## config.mk

```make
export PLATFORM = sky130hd
export DESIGN_NAME = pxc_ext_cap_map
export DESIGN_NICKNAME = d
export VERILOG_FILES = /design/src/hdl/pxc_pkg.sv /design/src/hdl/pxc_ext_cap_map.sv
export SDC_FILE = /design/constraint.sdc
export NUM_CORES = 2
export LEC_CHECK = 0
export BUFFER_PORTS_ARGS = -buffer_cell sky130_fd_sc_hd__clkbuf_2
export CAP_MARGIN = 5
export CORE_ASPECT_RATIO = 0.6
export CORE_UTILIZATION = 45
export CTS_BUF_LIST = sky130_fd_sc_hd__clkbuf_4 sky130_fd_sc_hd__clkbuf_8 sky130_fd_sc_hd__clkbuf_16
export CTS_CLUSTER_DIAMETER = 80
export DETAILED_ROUTE_END_ITERATION = 6
export SYNTH_ARGS = -nofsm -noshare
export SYNTH_HDL_FRONTEND = slang
export SYNTH_SLANG_ARGS = --single-unit
```

## constraint.sdc

```tcl
create_clock -name clk -period 6.4 [get_ports clk]
set_input_delay 0.96 -clock clk [delete_from_list [all_inputs] [get_ports clk]]
set_output_delay 0.96 -clock clk [all_outputs]
set_load 0.01 [all_outputs]
```

## src/hdl/pxc_pkg.sv

```systemverilog
// pxc_pkg: offsets, header codes, write masks and reset values of the
// extended configuration space map (byte offsets 100h and up).
// assumes a 12-bit configuration byte address and 32-bit dword access.
package pxc_pkg;

  localparam int          ADDR_W      = 12;
  localparam int          DATA_W      = 32;

  // capability structure offsets and header codes
  localparam logic [11:0] OFF_EXT_BASE = 12'h100;
  localparam logic [11:0] OFF_AER_HDR  = 12'h100;
  localparam logic [11:0] OFF_VC_HDR   = 12'h140;
  localparam logic [11:0] OFF_PB_HDR   = 12'h20c;
  localparam logic [11:0] OFF_ACS_HDR  = 12'h220;
  localparam logic [11:0] OFF_LTR_HDR  = 12'h230;
  localparam logic [11:0] OFF_CHAIN_END = 12'h000;
  localparam logic [15:0] ID_AER       = 16'h0001;
  localparam logic [15:0] ID_VC        = 16'h0002;
  localparam logic [15:0] ID_PB        = 16'h0004;
  localparam logic [15:0] ID_ACS       = 16'h000d;
  localparam logic [15:0] ID_LTR       = 16'h0018;

  // error reporting registers
  localparam logic [11:0] OFF_UNC_STAT = 12'h104;
  localparam logic [11:0] OFF_UNC_MASK = 12'h108;
  localparam logic [11:0] OFF_UNC_SEV  = 12'h10c;
  localparam logic [11:0] OFF_COR_STAT = 12'h110;
  localparam logic [11:0] OFF_COR_MASK = 12'h114;
  localparam logic [11:0] OFF_AER_CTRL = 12'h118;
  localparam logic [11:0] OFF_HLOG_LO  = 12'h11c;
  localparam logic [11:0] OFF_HLOG_HI  = 12'h128;

  // virtual channel registers and tables
  localparam logic [11:0] OFF_PVC_CAP1 = 12'h144;
  localparam logic [11:0] OFF_PVC_CAP2 = 12'h148;
  localparam logic [11:0] OFF_PVC_CTRL = 12'h14c;
  localparam logic [11:0] OFF_VC0_CAP  = 12'h150;
  localparam logic [11:0] OFF_VC0_CTRL = 12'h154;
  localparam logic [11:0] OFF_VC0_STAT = 12'h158;
  localparam logic [11:0] OFF_VC1_CAP  = 12'h15c;
  localparam logic [11:0] OFF_VC1_CTRL = 12'h160;
  localparam logic [11:0] OFF_VC1_STAT = 12'h164;
  localparam logic [11:0] OFF_VCARB_LO = 12'h170;
  localparam logic [11:0] OFF_VCARB_HI = 12'h17c;
  localparam logic [11:0] OFF_PARB0_LO = 12'h180;
  localparam logic [11:0] OFF_PARB0_HI = 12'h1bc;
  localparam logic [11:0] OFF_PARB1_LO = 12'h1c0;
  localparam logic [11:0] OFF_PARB1_HI = 12'h1fc;
  localparam logic [7:0]  VCARB_QW_OFF = 8'h03; // table offsets, 16-byte units
  localparam logic [7:0]  PARB0_QW_OFF = 8'h04;
  localparam logic [7:0]  PARB1_QW_OFF = 8'h06;
  localparam int          VCARB_PHASES = 32;
  localparam int          PARB_PHASES  = 128;
  localparam int          PHASE_BITS   = 4;

  // power budgeting, access control, latency tolerance
  localparam logic [11:0] OFF_PB_SEL   = 12'h210;
  localparam logic [11:0] OFF_PB_DATA  = 12'h214;
  localparam logic [11:0] OFF_PB_CAP   = 12'h218;
  localparam logic [11:0] OFF_ACS_CTRL = 12'h224;
  localparam logic [11:0] OFF_EGRESS   = 12'h228;
  localparam logic [11:0] OFF_MAX_SNP  = 12'h234;
  localparam logic [11:0] OFF_CHAIN_SEL = 12'h238;

  // software-writable bits and reset values
  localparam logic [31:0] WM_AER_CTRL  = 32'h0000_0140;
  localparam logic [31:0] WM_PVC_CTRL  = 32'h0000_000f;
  localparam logic [31:0] WM_VC0_CTRL  = 32'h070f_00fe;
  localparam logic [31:0] WM_VC1_CTRL  = 32'h870f_00fe;
  localparam logic [31:0] WM_PB_SEL    = 32'h0000_00ff;
  localparam logic [31:0] WM_ACS_CTRL  = 32'h007f_0000;
  localparam logic [31:0] WM_EGRESS    = 32'h0000_0007;
  localparam logic [31:0] WM_MAX_SNP   = 32'h1fff_1fff;
  localparam logic [31:0] WM_CHAIN_SEL = 32'h0000_0001;
  localparam logic [31:0] RST_VC0_CTRL = 32'h8000_00ff;
  localparam logic [31:0] RST_ZERO     = 32'h0000_0000;
  localparam int          FEP_LSB      = 0;   // first error pointer field
  localparam int          FEP_W        = 5;

endpackage : pxc_pkg

```

## src/hdl/pxc_ext_cap_map.sv

```systemverilog
// pxc_ext_cap_map: extended configuration space of one switch port,
// byte offsets 100h-23Fh, with the linked capability header chain.
// assumes a config master with one-cycle read/write strobes; read data
// appear the cycle after the read strobe and only then.
//
// Functional notes
// - first extended capability header sits at byte offset 100h
// - every further capability lies above 0FFh; lower offsets not ours
// - error reporting, virtual channel and power budget structures exist
// - header at 100h reads ID 0001h, next pointer 140h
// - header at 20Ch reads ID 0004h, next pointer 220h or 230h
// - header at 220h reads ID 000Dh, next pointer 000h ends chain
// - virtual channel arbitration table holds 32 phases
// - port arbitration tables of 128 phases for VC0 and VC1 (180h-1FCh)
//
// Added by the designer: the address-and-strobe port.
`timescale 1ns/1ps

module pxc_ext_cap_map
  import pxc_pkg::*;
#(
  parameter logic [3:0]  CAP_VER     = 4'h1,
  parameter logic [31:0] PVC_CAP1    = 32'h0000_0001,
  parameter logic [31:0] PVC_CAP2    = 32'h0000_0001,
  parameter logic [31:0] VC0_CAP     = 32'h0000_0001,
  parameter logic [31:0] VC1_CAP     = 32'h0000_0001,
  parameter logic [31:0] PB_CAP      = 32'h0000_0001,
  parameter logic [31:0] ACS_CAP     = 32'h0000_001f,
  parameter int          PB_ENTRIES  = 4,
  parameter logic [31:0] PB_VALUE    = 32'h0000_0000
) (
  // clock and reset
  input  wire logic              clk,
  input  wire logic              reset,
  // configuration register port
  input  wire logic [ADDR_W-1:0] cfg_addr,
  input  wire logic [DATA_W-1:0] cfg_wdata,
  input  wire logic              cfg_wr,
  input  wire logic              cfg_rd,
  output logic      [DATA_W-1:0] cfg_rdata,
  // error events from the port
  input  wire logic [31:0]       unc_err_set,
  input  wire logic [31:0]       cor_err_set,
  input  wire logic [127:0]      unc_hdr_in,
  // control state toward the port
  output logic      [31:0]       unc_mask,
  output logic      [31:0]       unc_severity,
  output logic      [31:0]       cor_mask,
  output logic      [31:0]       vc0_ctrl,
  output logic      [31:0]       vc1_ctrl,
  output logic      [31:0]       egress_vec,
  output logic      [31:0]       max_snoop_lat
);

  localparam int VCARB_WORDS = VCARB_PHASES * PHASE_BITS / DATA_W;
  localparam int PARB_WORDS  = PARB_PHASES * PHASE_BITS / DATA_W;

  // header words: next[31:20] version[19:16] id[15:0]
  localparam logic [31:0] HDR_AER = {OFF_VC_HDR, CAP_VER, ID_AER};
  localparam logic [31:0] HDR_VC  = {OFF_PB_HDR, CAP_VER, ID_VC};
  localparam logic [31:0] HDR_ACS = {OFF_CHAIN_END, CAP_VER, ID_ACS};
  localparam logic [31:0] HDR_LTR = {OFF_CHAIN_END, CAP_VER, ID_LTR};

  // register state
  logic [31:0] unc_stat_q,  cor_stat_q;
  logic [31:0] unc_mask_q,  unc_sev_q,   cor_mask_q;
  logic [31:0] aer_ctrl_q,  pvc_ctrl_q,  vc0_ctrl_q,  vc1_ctrl_q;
  logic [31:0] pb_sel_q,    acs_ctrl_q,  egress_q,    max_snp_q;
  logic [31:0] chain_sel_q;
  logic [31:0] hlog_q [4];
  logic [31:0] vcarb_q [VCARB_WORDS];
  logic [31:0] parb0_q [PARB_WORDS];
  logic [31:0] parb1_q [PARB_WORDS];
  logic [31:0] rdata_q, rdata_d;
  logic [11:0] waddr;
  logic        in_vcarb, in_parb0, in_parb1, in_hlog;
  logic [31:0] unc_new;
  logic [FEP_W-1:0] first_err;
  logic [11:0] pb_next;

  // dword address; byte lanes below bit 2 do not matter
  assign waddr = {cfg_addr[11:2], 2'b00};

  // table windows, fixed by the low and high window offsets in the package
  assign in_vcarb = (waddr >= OFF_VCARB_LO) && (waddr <= OFF_VCARB_HI);
  assign in_parb0 = (waddr >= OFF_PARB0_LO) && (waddr <= OFF_PARB0_HI);
  assign in_parb1 = (waddr >= OFF_PARB1_LO) && (waddr <= OFF_PARB1_HI);
  assign in_hlog  = (waddr >= OFF_HLOG_LO) && (waddr <= OFF_HLOG_HI);

  // power budget link: software choice decides whether LTR follows
  assign pb_next = chain_sel_q[0] ? OFF_LTR_HDR : OFF_ACS_HDR;

  // write helper: keep read-only bits, take writable ones
  function automatic logic [31:0] merge(input logic [31:0] old,
                                        input logic [31:0] wd,
                                        input logic [31:0] wm);
    merge = (old & ~wm) | (wd & wm);
  endfunction : merge

  // lowest newly set unmasked error, for the first error pointer
  always_comb begin
    first_err = '0;
    for (int i = 31; i >= 0; i--) begin
      if (unc_new[i]) begin
        first_err = i[FEP_W-1:0];
      end
    end
  end

  // only unmasked events may claim the header log
  assign unc_new = unc_err_set & ~unc_mask_q;

  // error status bits: hardware set beats a same-cycle write-1-to-clear
  always_ff @(posedge clk) begin
    if (reset) begin
      unc_stat_q <= RST_ZERO;
      cor_stat_q <= RST_ZERO;
    end else begin
      unc_stat_q <= (unc_stat_q &
                     ~((cfg_wr && waddr == OFF_UNC_STAT) ? cfg_wdata : '0))
                    | unc_err_set;
      cor_stat_q <= (cor_stat_q &
                     ~((cfg_wr && waddr == OFF_COR_STAT) ? cfg_wdata : '0))
                    | cor_err_set;
    end
  end

  // header log and first error pointer: caught only when log is free
  always_ff @(posedge clk) begin
    if (reset) begin
      for (int i = 0; i < 4; i++) begin
        hlog_q[i] <= RST_ZERO;
      end
      aer_ctrl_q <= RST_ZERO;
    end else begin
      if (cfg_wr && waddr == OFF_AER_CTRL) begin
        aer_ctrl_q <= merge(aer_ctrl_q, cfg_wdata, WM_AER_CTRL);
      end
      if ((unc_new != '0) && ((unc_stat_q & ~unc_mask_q) == '0)) begin
        for (int i = 0; i < 4; i++) begin
          hlog_q[i] <= unc_hdr_in[32*i +: 32];
        end
        aer_ctrl_q[FEP_LSB +: FEP_W] <= first_err;
      end
    end
  end

  // error masks and severity
  always_ff @(posedge clk) begin
    if (reset) begin
      unc_mask_q <= RST_ZERO;
      unc_sev_q  <= RST_ZERO;
      cor_mask_q <= RST_ZERO;
    end else if (cfg_wr) begin
      if (waddr == OFF_UNC_MASK) unc_mask_q <= cfg_wdata;
      if (waddr == OFF_UNC_SEV)  unc_sev_q  <= cfg_wdata;
      if (waddr == OFF_COR_MASK) cor_mask_q <= cfg_wdata;
    end
  end

  // virtual channel control words
  always_ff @(posedge clk) begin
    if (reset) begin
      pvc_ctrl_q <= RST_ZERO;
      vc0_ctrl_q <= RST_VC0_CTRL;
      vc1_ctrl_q <= RST_ZERO;
    end else if (cfg_wr) begin
      if (waddr == OFF_PVC_CTRL)
        pvc_ctrl_q <= merge(pvc_ctrl_q, cfg_wdata, WM_PVC_CTRL);
      if (waddr == OFF_VC0_CTRL)
        vc0_ctrl_q <= merge(vc0_ctrl_q, cfg_wdata, WM_VC0_CTRL);
      if (waddr == OFF_VC1_CTRL)
        vc1_ctrl_q <= merge(vc1_ctrl_q, cfg_wdata, WM_VC1_CTRL);
    end
  end

  // arbitration tables; no reset, software loads them before enabling
  always_ff @(posedge clk) begin
    if (cfg_wr && in_vcarb) begin
      vcarb_q[waddr[3:2]] <= cfg_wdata;
    end
    if (cfg_wr && in_parb0) begin
      parb0_q[waddr[5:2]] <= cfg_wdata;
    end
    if (cfg_wr && in_parb1) begin
      parb1_q[waddr[5:2]] <= cfg_wdata;
    end
  end

  // power budget, access control, latency and chain selection
  always_ff @(posedge clk) begin
    if (reset) begin
      pb_sel_q    <= RST_ZERO;
      acs_ctrl_q  <= RST_ZERO;
      egress_q    <= RST_ZERO;
      max_snp_q   <= RST_ZERO;
      chain_sel_q <= RST_ZERO;
    end else if (cfg_wr) begin
      if (waddr == OFF_PB_SEL)
        pb_sel_q <= merge(pb_sel_q, cfg_wdata, WM_PB_SEL);
      if (waddr == OFF_ACS_CTRL)
        acs_ctrl_q <= merge(acs_ctrl_q, cfg_wdata, WM_ACS_CTRL);
      if (waddr == OFF_EGRESS)
        egress_q <= merge(egress_q, cfg_wdata, WM_EGRESS);
      if (waddr == OFF_MAX_SNP)
        max_snp_q <= merge(max_snp_q, cfg_wdata, WM_MAX_SNP);
      if (waddr == OFF_CHAIN_SEL)
        chain_sel_q <= merge(chain_sel_q, cfg_wdata, WM_CHAIN_SEL);
    end
  end

  // read decode; reserved holes and offsets below 100h read as zero
  always_comb begin
    rdata_d = RST_ZERO;
    if (waddr < OFF_EXT_BASE) begin
      rdata_d = RST_ZERO;
    end else if (in_hlog) begin
      rdata_d = hlog_q[waddr[3:2] - OFF_HLOG_LO[3:2]];
    end else if (in_vcarb) begin
      rdata_d = vcarb_q[waddr[3:2]];
    end else if (in_parb0) begin
      rdata_d = parb0_q[waddr[5:2]];
    end else if (in_parb1) begin
      rdata_d = parb1_q[waddr[5:2]];
    end else begin
      case (waddr)
        OFF_AER_HDR:   rdata_d = HDR_AER;
        OFF_UNC_STAT:  rdata_d = unc_stat_q;
        OFF_UNC_MASK:  rdata_d = unc_mask_q;
        OFF_UNC_SEV:   rdata_d = unc_sev_q;
        OFF_COR_STAT:  rdata_d = cor_stat_q;
        OFF_COR_MASK:  rdata_d = cor_mask_q;
        OFF_AER_CTRL:  rdata_d = aer_ctrl_q;
        OFF_VC_HDR:    rdata_d = HDR_VC;
        OFF_PVC_CAP1:  rdata_d = PVC_CAP1;
        OFF_PVC_CAP2:  rdata_d = {VCARB_QW_OFF, PVC_CAP2[23:0]};
        OFF_PVC_CTRL:  rdata_d = pvc_ctrl_q;
        OFF_VC0_CAP:   rdata_d = {PARB0_QW_OFF, VC0_CAP[23:0]};
        OFF_VC0_CTRL:  rdata_d = vc0_ctrl_q;
        OFF_VC0_STAT:  rdata_d = RST_ZERO;
        OFF_VC1_CAP:   rdata_d = {PARB1_QW_OFF, VC1_CAP[23:0]};
        OFF_VC1_CTRL:  rdata_d = vc1_ctrl_q;
        OFF_VC1_STAT:  rdata_d = RST_ZERO;
        OFF_PB_HDR:    rdata_d = {pb_next, CAP_VER, ID_PB};
        OFF_PB_SEL:    rdata_d = pb_sel_q;
        // data select past the table end reads zero
        OFF_PB_DATA:   rdata_d = (pb_sel_q < PB_ENTRIES) ? PB_VALUE : RST_ZERO;
        OFF_PB_CAP:    rdata_d = PB_CAP;
        OFF_ACS_HDR:   rdata_d = HDR_ACS;
        OFF_ACS_CTRL:  rdata_d = acs_ctrl_q | ACS_CAP;
        OFF_EGRESS:    rdata_d = egress_q;
        OFF_LTR_HDR:   rdata_d = HDR_LTR;
        OFF_MAX_SNP:   rdata_d = max_snp_q;
        OFF_CHAIN_SEL: rdata_d = chain_sel_q;
        default:       rdata_d = RST_ZERO;
      endcase
    end
  end

  // read data stands only in the cycle after the read strobe
  always_ff @(posedge clk) begin
    if (reset) begin
      rdata_q <= RST_ZERO;
    end else begin
      rdata_q <= cfg_rd ? rdata_d : RST_ZERO;
    end
  end

  // outputs straight from flops
  assign cfg_rdata     = rdata_q;
  assign unc_mask      = unc_mask_q;
  assign unc_severity  = unc_sev_q;
  assign cor_mask      = cor_mask_q;
  assign vc0_ctrl      = vc0_ctrl_q;
  assign vc1_ctrl      = vc1_ctrl_q;
  assign egress_vec    = egress_q;
  assign max_snoop_lat = max_snp_q;
endmodule : pxc_ext_cap_map

```

==> flow_summary.yaml <==
floorplan:
  start_util_pct: 45.6
  die_w_um: 483
  fp-row-count: 105
  core-area_sq_um: 137000
  io_pins: 496
  die_area_sq_um: 141000
  die_h_um: 291
cts:
  post_cts_resized: 0
  hold_buffers: 0
  insertion_delay_ns: 0.77
  cts_tree: "done"
  clkSinkCount: 1557
  cts_root_buffer: "clkbuf_16"
  clkTransAtPathRegs_ns: 0.06
  cts_setup_buffers: 0
  clockBufferDepth: 3
  h-tree-depth: 4
  cts_made_buffers: 141
drt:
  post_drt_wl_per_cell_um: 31.8
  vias: 38821
  avgViaCountPerCell: 6.15
  antenna_left: 0
  drc: 14
  drtIter0Drc: 6687
  wl_mm: 201
  drt-pass1-iter-count: 7
setup_path:
  r2r-end: "hlog_q[2][25]"
  cp_data_arrival_time_ns: 4.83
  timing.rr.start: "unc_mask[29]"
  crit_buf_inv: 4
  crit_chain: "buf_8 > clkinv_1 > buf_4 > ha_2 > and2_1 > a221oi_1 > o21ai_0 > a2111oi_1 > buf_4 > o22ai_1"
  cpLargestDelayFamily: "compound AO/OA/AOI/OAI gates"
  worstSetupPathDepth: 10
  crit_path_max_incr_delay_ns: 1.14
  cp-end-kind: "flip-flop"
  crit_path_start_kind: "input port"
  worst-setup-path-type: "input port to flip-flop"
  worstPathRequired_ns: 7.08
  path_common_cell: "buf_4"
  crit_path_max_fanout: 22
  r2r_slack_ns: 2.47
  r2r.worst_path.cells: 7
  critPathSlowestCell: "o21ai_0"
sta:
  tightest_slew_ns: 1.46
  hold_viol: 0
  skew_ns: 0.0266
  finalCritPeriodShare_pct: 64.8
  setup_viol: 0
  finalMaxSlewViolations: 0
  worst_slack_ns: 2.26
  slew_headroom_pct: 1.84
  timing.setup.tns_ns: 0
  fmax_mhz: 241
  rsz0062_at_grt: "false"
  hold-worst-slack_ns: 0.416
  period_minus_slack_ns: 4.14
logic_synthesis:
  synth_edf_count: 1280
  yosys.area.top_type: "edfxtp_1"
  ys.warnings.count: 0
  synth_async_sr_flop_share_pct: 0
  synth_flop_cell: "edfxtp_1"
  syn-mean-instance-area_sq_um: 15.9
  yosysTopAreaCellShare_pct: 61.4
  ys_seq_area_share_pct: 70.3
  syn-cell-area_sq_um: 62600
  netlist_top_cells_area: "edfxtp_1 61%, mux4_2 12%, dfxtp_1 8.9%"
  ys_ff_latch: 1557
  synthCells: 3937
  synth.distinct_cells: 74
min_path:
  min_to: "cor_stat_q[13]"
  hold_depth: 3
  worstHoldPathType: "input port to flip-flop"
  min_from: "cor_err_set[13]"
placement:
  dpl.hpwl_mm: 129
  numPortBuffers: 423
  dpl_cell_area_sq_um: 67100
  place_ws_ns: 1.90
  gp_congestion: 0.974
finish:
  fillers: 11161
  final_common_cell: "edfxtp_1"
  mostFrequentLayoutCells: "1280 x edfxtp_1, 485 x nand2_1, 418 x clkbuf_2"
  nets: 4629
  final_area_sq_um: 71600
  synthToLayoutAreaGrowth_pct: 14.5
  drive_gt1_share_pct: 26.6
power:
  leakage_nw: 24.2
  total_power_mw: 20.7
  ir_worst_vdd_uv: 216
  p_per_area_nw_per_um2: 289
flow_run:
  maxCapViolations: 0
outcome:
  violations: "design-rule violations"
  status: "complete, but fails checks"
grt:
  antenna_found_initial: 17
  grt_overflow_total: 0
  grt_max_degree: 129
  track_usage_pct: 28.3
  grt_first_pass_wirelength_mm: 281
  grt_pass1_vias: 36075
==> routing by layer <==
metal / part of all wire [%] / global-route usage, %
met3: 13 / 8.74
met1: 42 / 42.7
met2: 43 / 39.7
met5: 0.020 / 0
met4: 2.1 / 6.84
==> synth_stat cells (22+ instances only) <==
library cell	instances
a21oi_1	292
a221oi_1	22
a22oi_1	52
and2_1	136
buf_2	56
buf_4	92
clkbuf_1	159
dfxtp_1	277
edfxtp_1	1280
inv_1	41
mux2i_1	93
mux4_2	334
nand2_1	485
nand2b_1	25
nand3_1	32
nor2_1	174
o21ai_0	62
o22ai_1	46
==> cell families after synthesis <==
family | Yosys count | synth area share [%]
DFF | 1557 | 70.3
and+or+nand+nor | 962 | 7.03
AOI/OAI and AO/OA | 610 | 6.07
muxes | 431 | 13.6
buffers and inverters | 371 | 2.91
adders and majority gates | 4 | 0.0800
other | 2 | 0.0120
==> power breakdown <==
group	switching [mW]	internal, mW	leakage (nW)
sequential	0.0338	11.0	13.9
combinational	0.762	0.377	7.99
clock	3.76	4.76	2.30
==> worst register-to-register path: cells and delay by family, from the launching register on <==
family	cells	cell delay, ns
AND/OR/NAND/NOR	3	0.42
buffers and inverters	2	0.89
AO/OA/AOI/OAI	2	1.62
flip-flops	1	0.55
==> area by class of cell <==
cell class | instances | area (sq um) | share of cell area [%]
repair buffers | 565 | 3310 | 4.62
well taps | 1819 | 2280 | 3.18
inverters | 43 | 161 | 0.225
multi-input cells | 2077 | 17300 | 24.2
clock buffers | 194 | 4090 | 5.71
diodes | 5 | 12.5 | 0.0175
clock inverters | 57 | 484 | 0.676
flip-flops and latches | 1557 | 44000 | 61.4
==> through the flow <==
| stage | utilization (%) | cells |
|---|---|---|
| after floorplan | - | 4005 |
| after global placement | 48.8 | 6060 |
| after detailed placement | 48.8 | 6061 |
| after CTS | 52.2 | 6312 |
| after global routing | 52.2 | 6314 |
| final | 52.2 | 6317 |
==> how the worst max path moves through the flow <==
| stage | from | to | slack (ns) |
|---|---|---|---|
| after floorplan | unc_err_set[29] | hlog_q[0][0] | 1.0 |
| after global placement | cfg_addr[3] | cfg_rdata[17] | 1.91 |
| after detailed placement | cfg_addr[3] | cfg_rdata[30] | 1.90 |
| after CTS | unc_mask[29] | hlog_q[2][25] | 2.66 |
| after global routing | unc_mask[29] | hlog_q[3][21] | 2.34 |
| final | cfg_addr[3] | cfg_rdata[17] | 2.26 |
==> registers in the layout, indices dropped and copies added (netlist names), 26 cells and up <==
name / cells
cfg_rdata: 32
vcarb_q: 128
unc_severity: 32
unc_stat_q: 32
cor_mask: 32
max_snoop_lat: 26
cor_stat_q: 32
parb1_q: 512
unc_mask: 32
parb0_q: 512
hlog_q: 128
(Power assumes the default switching activity.)
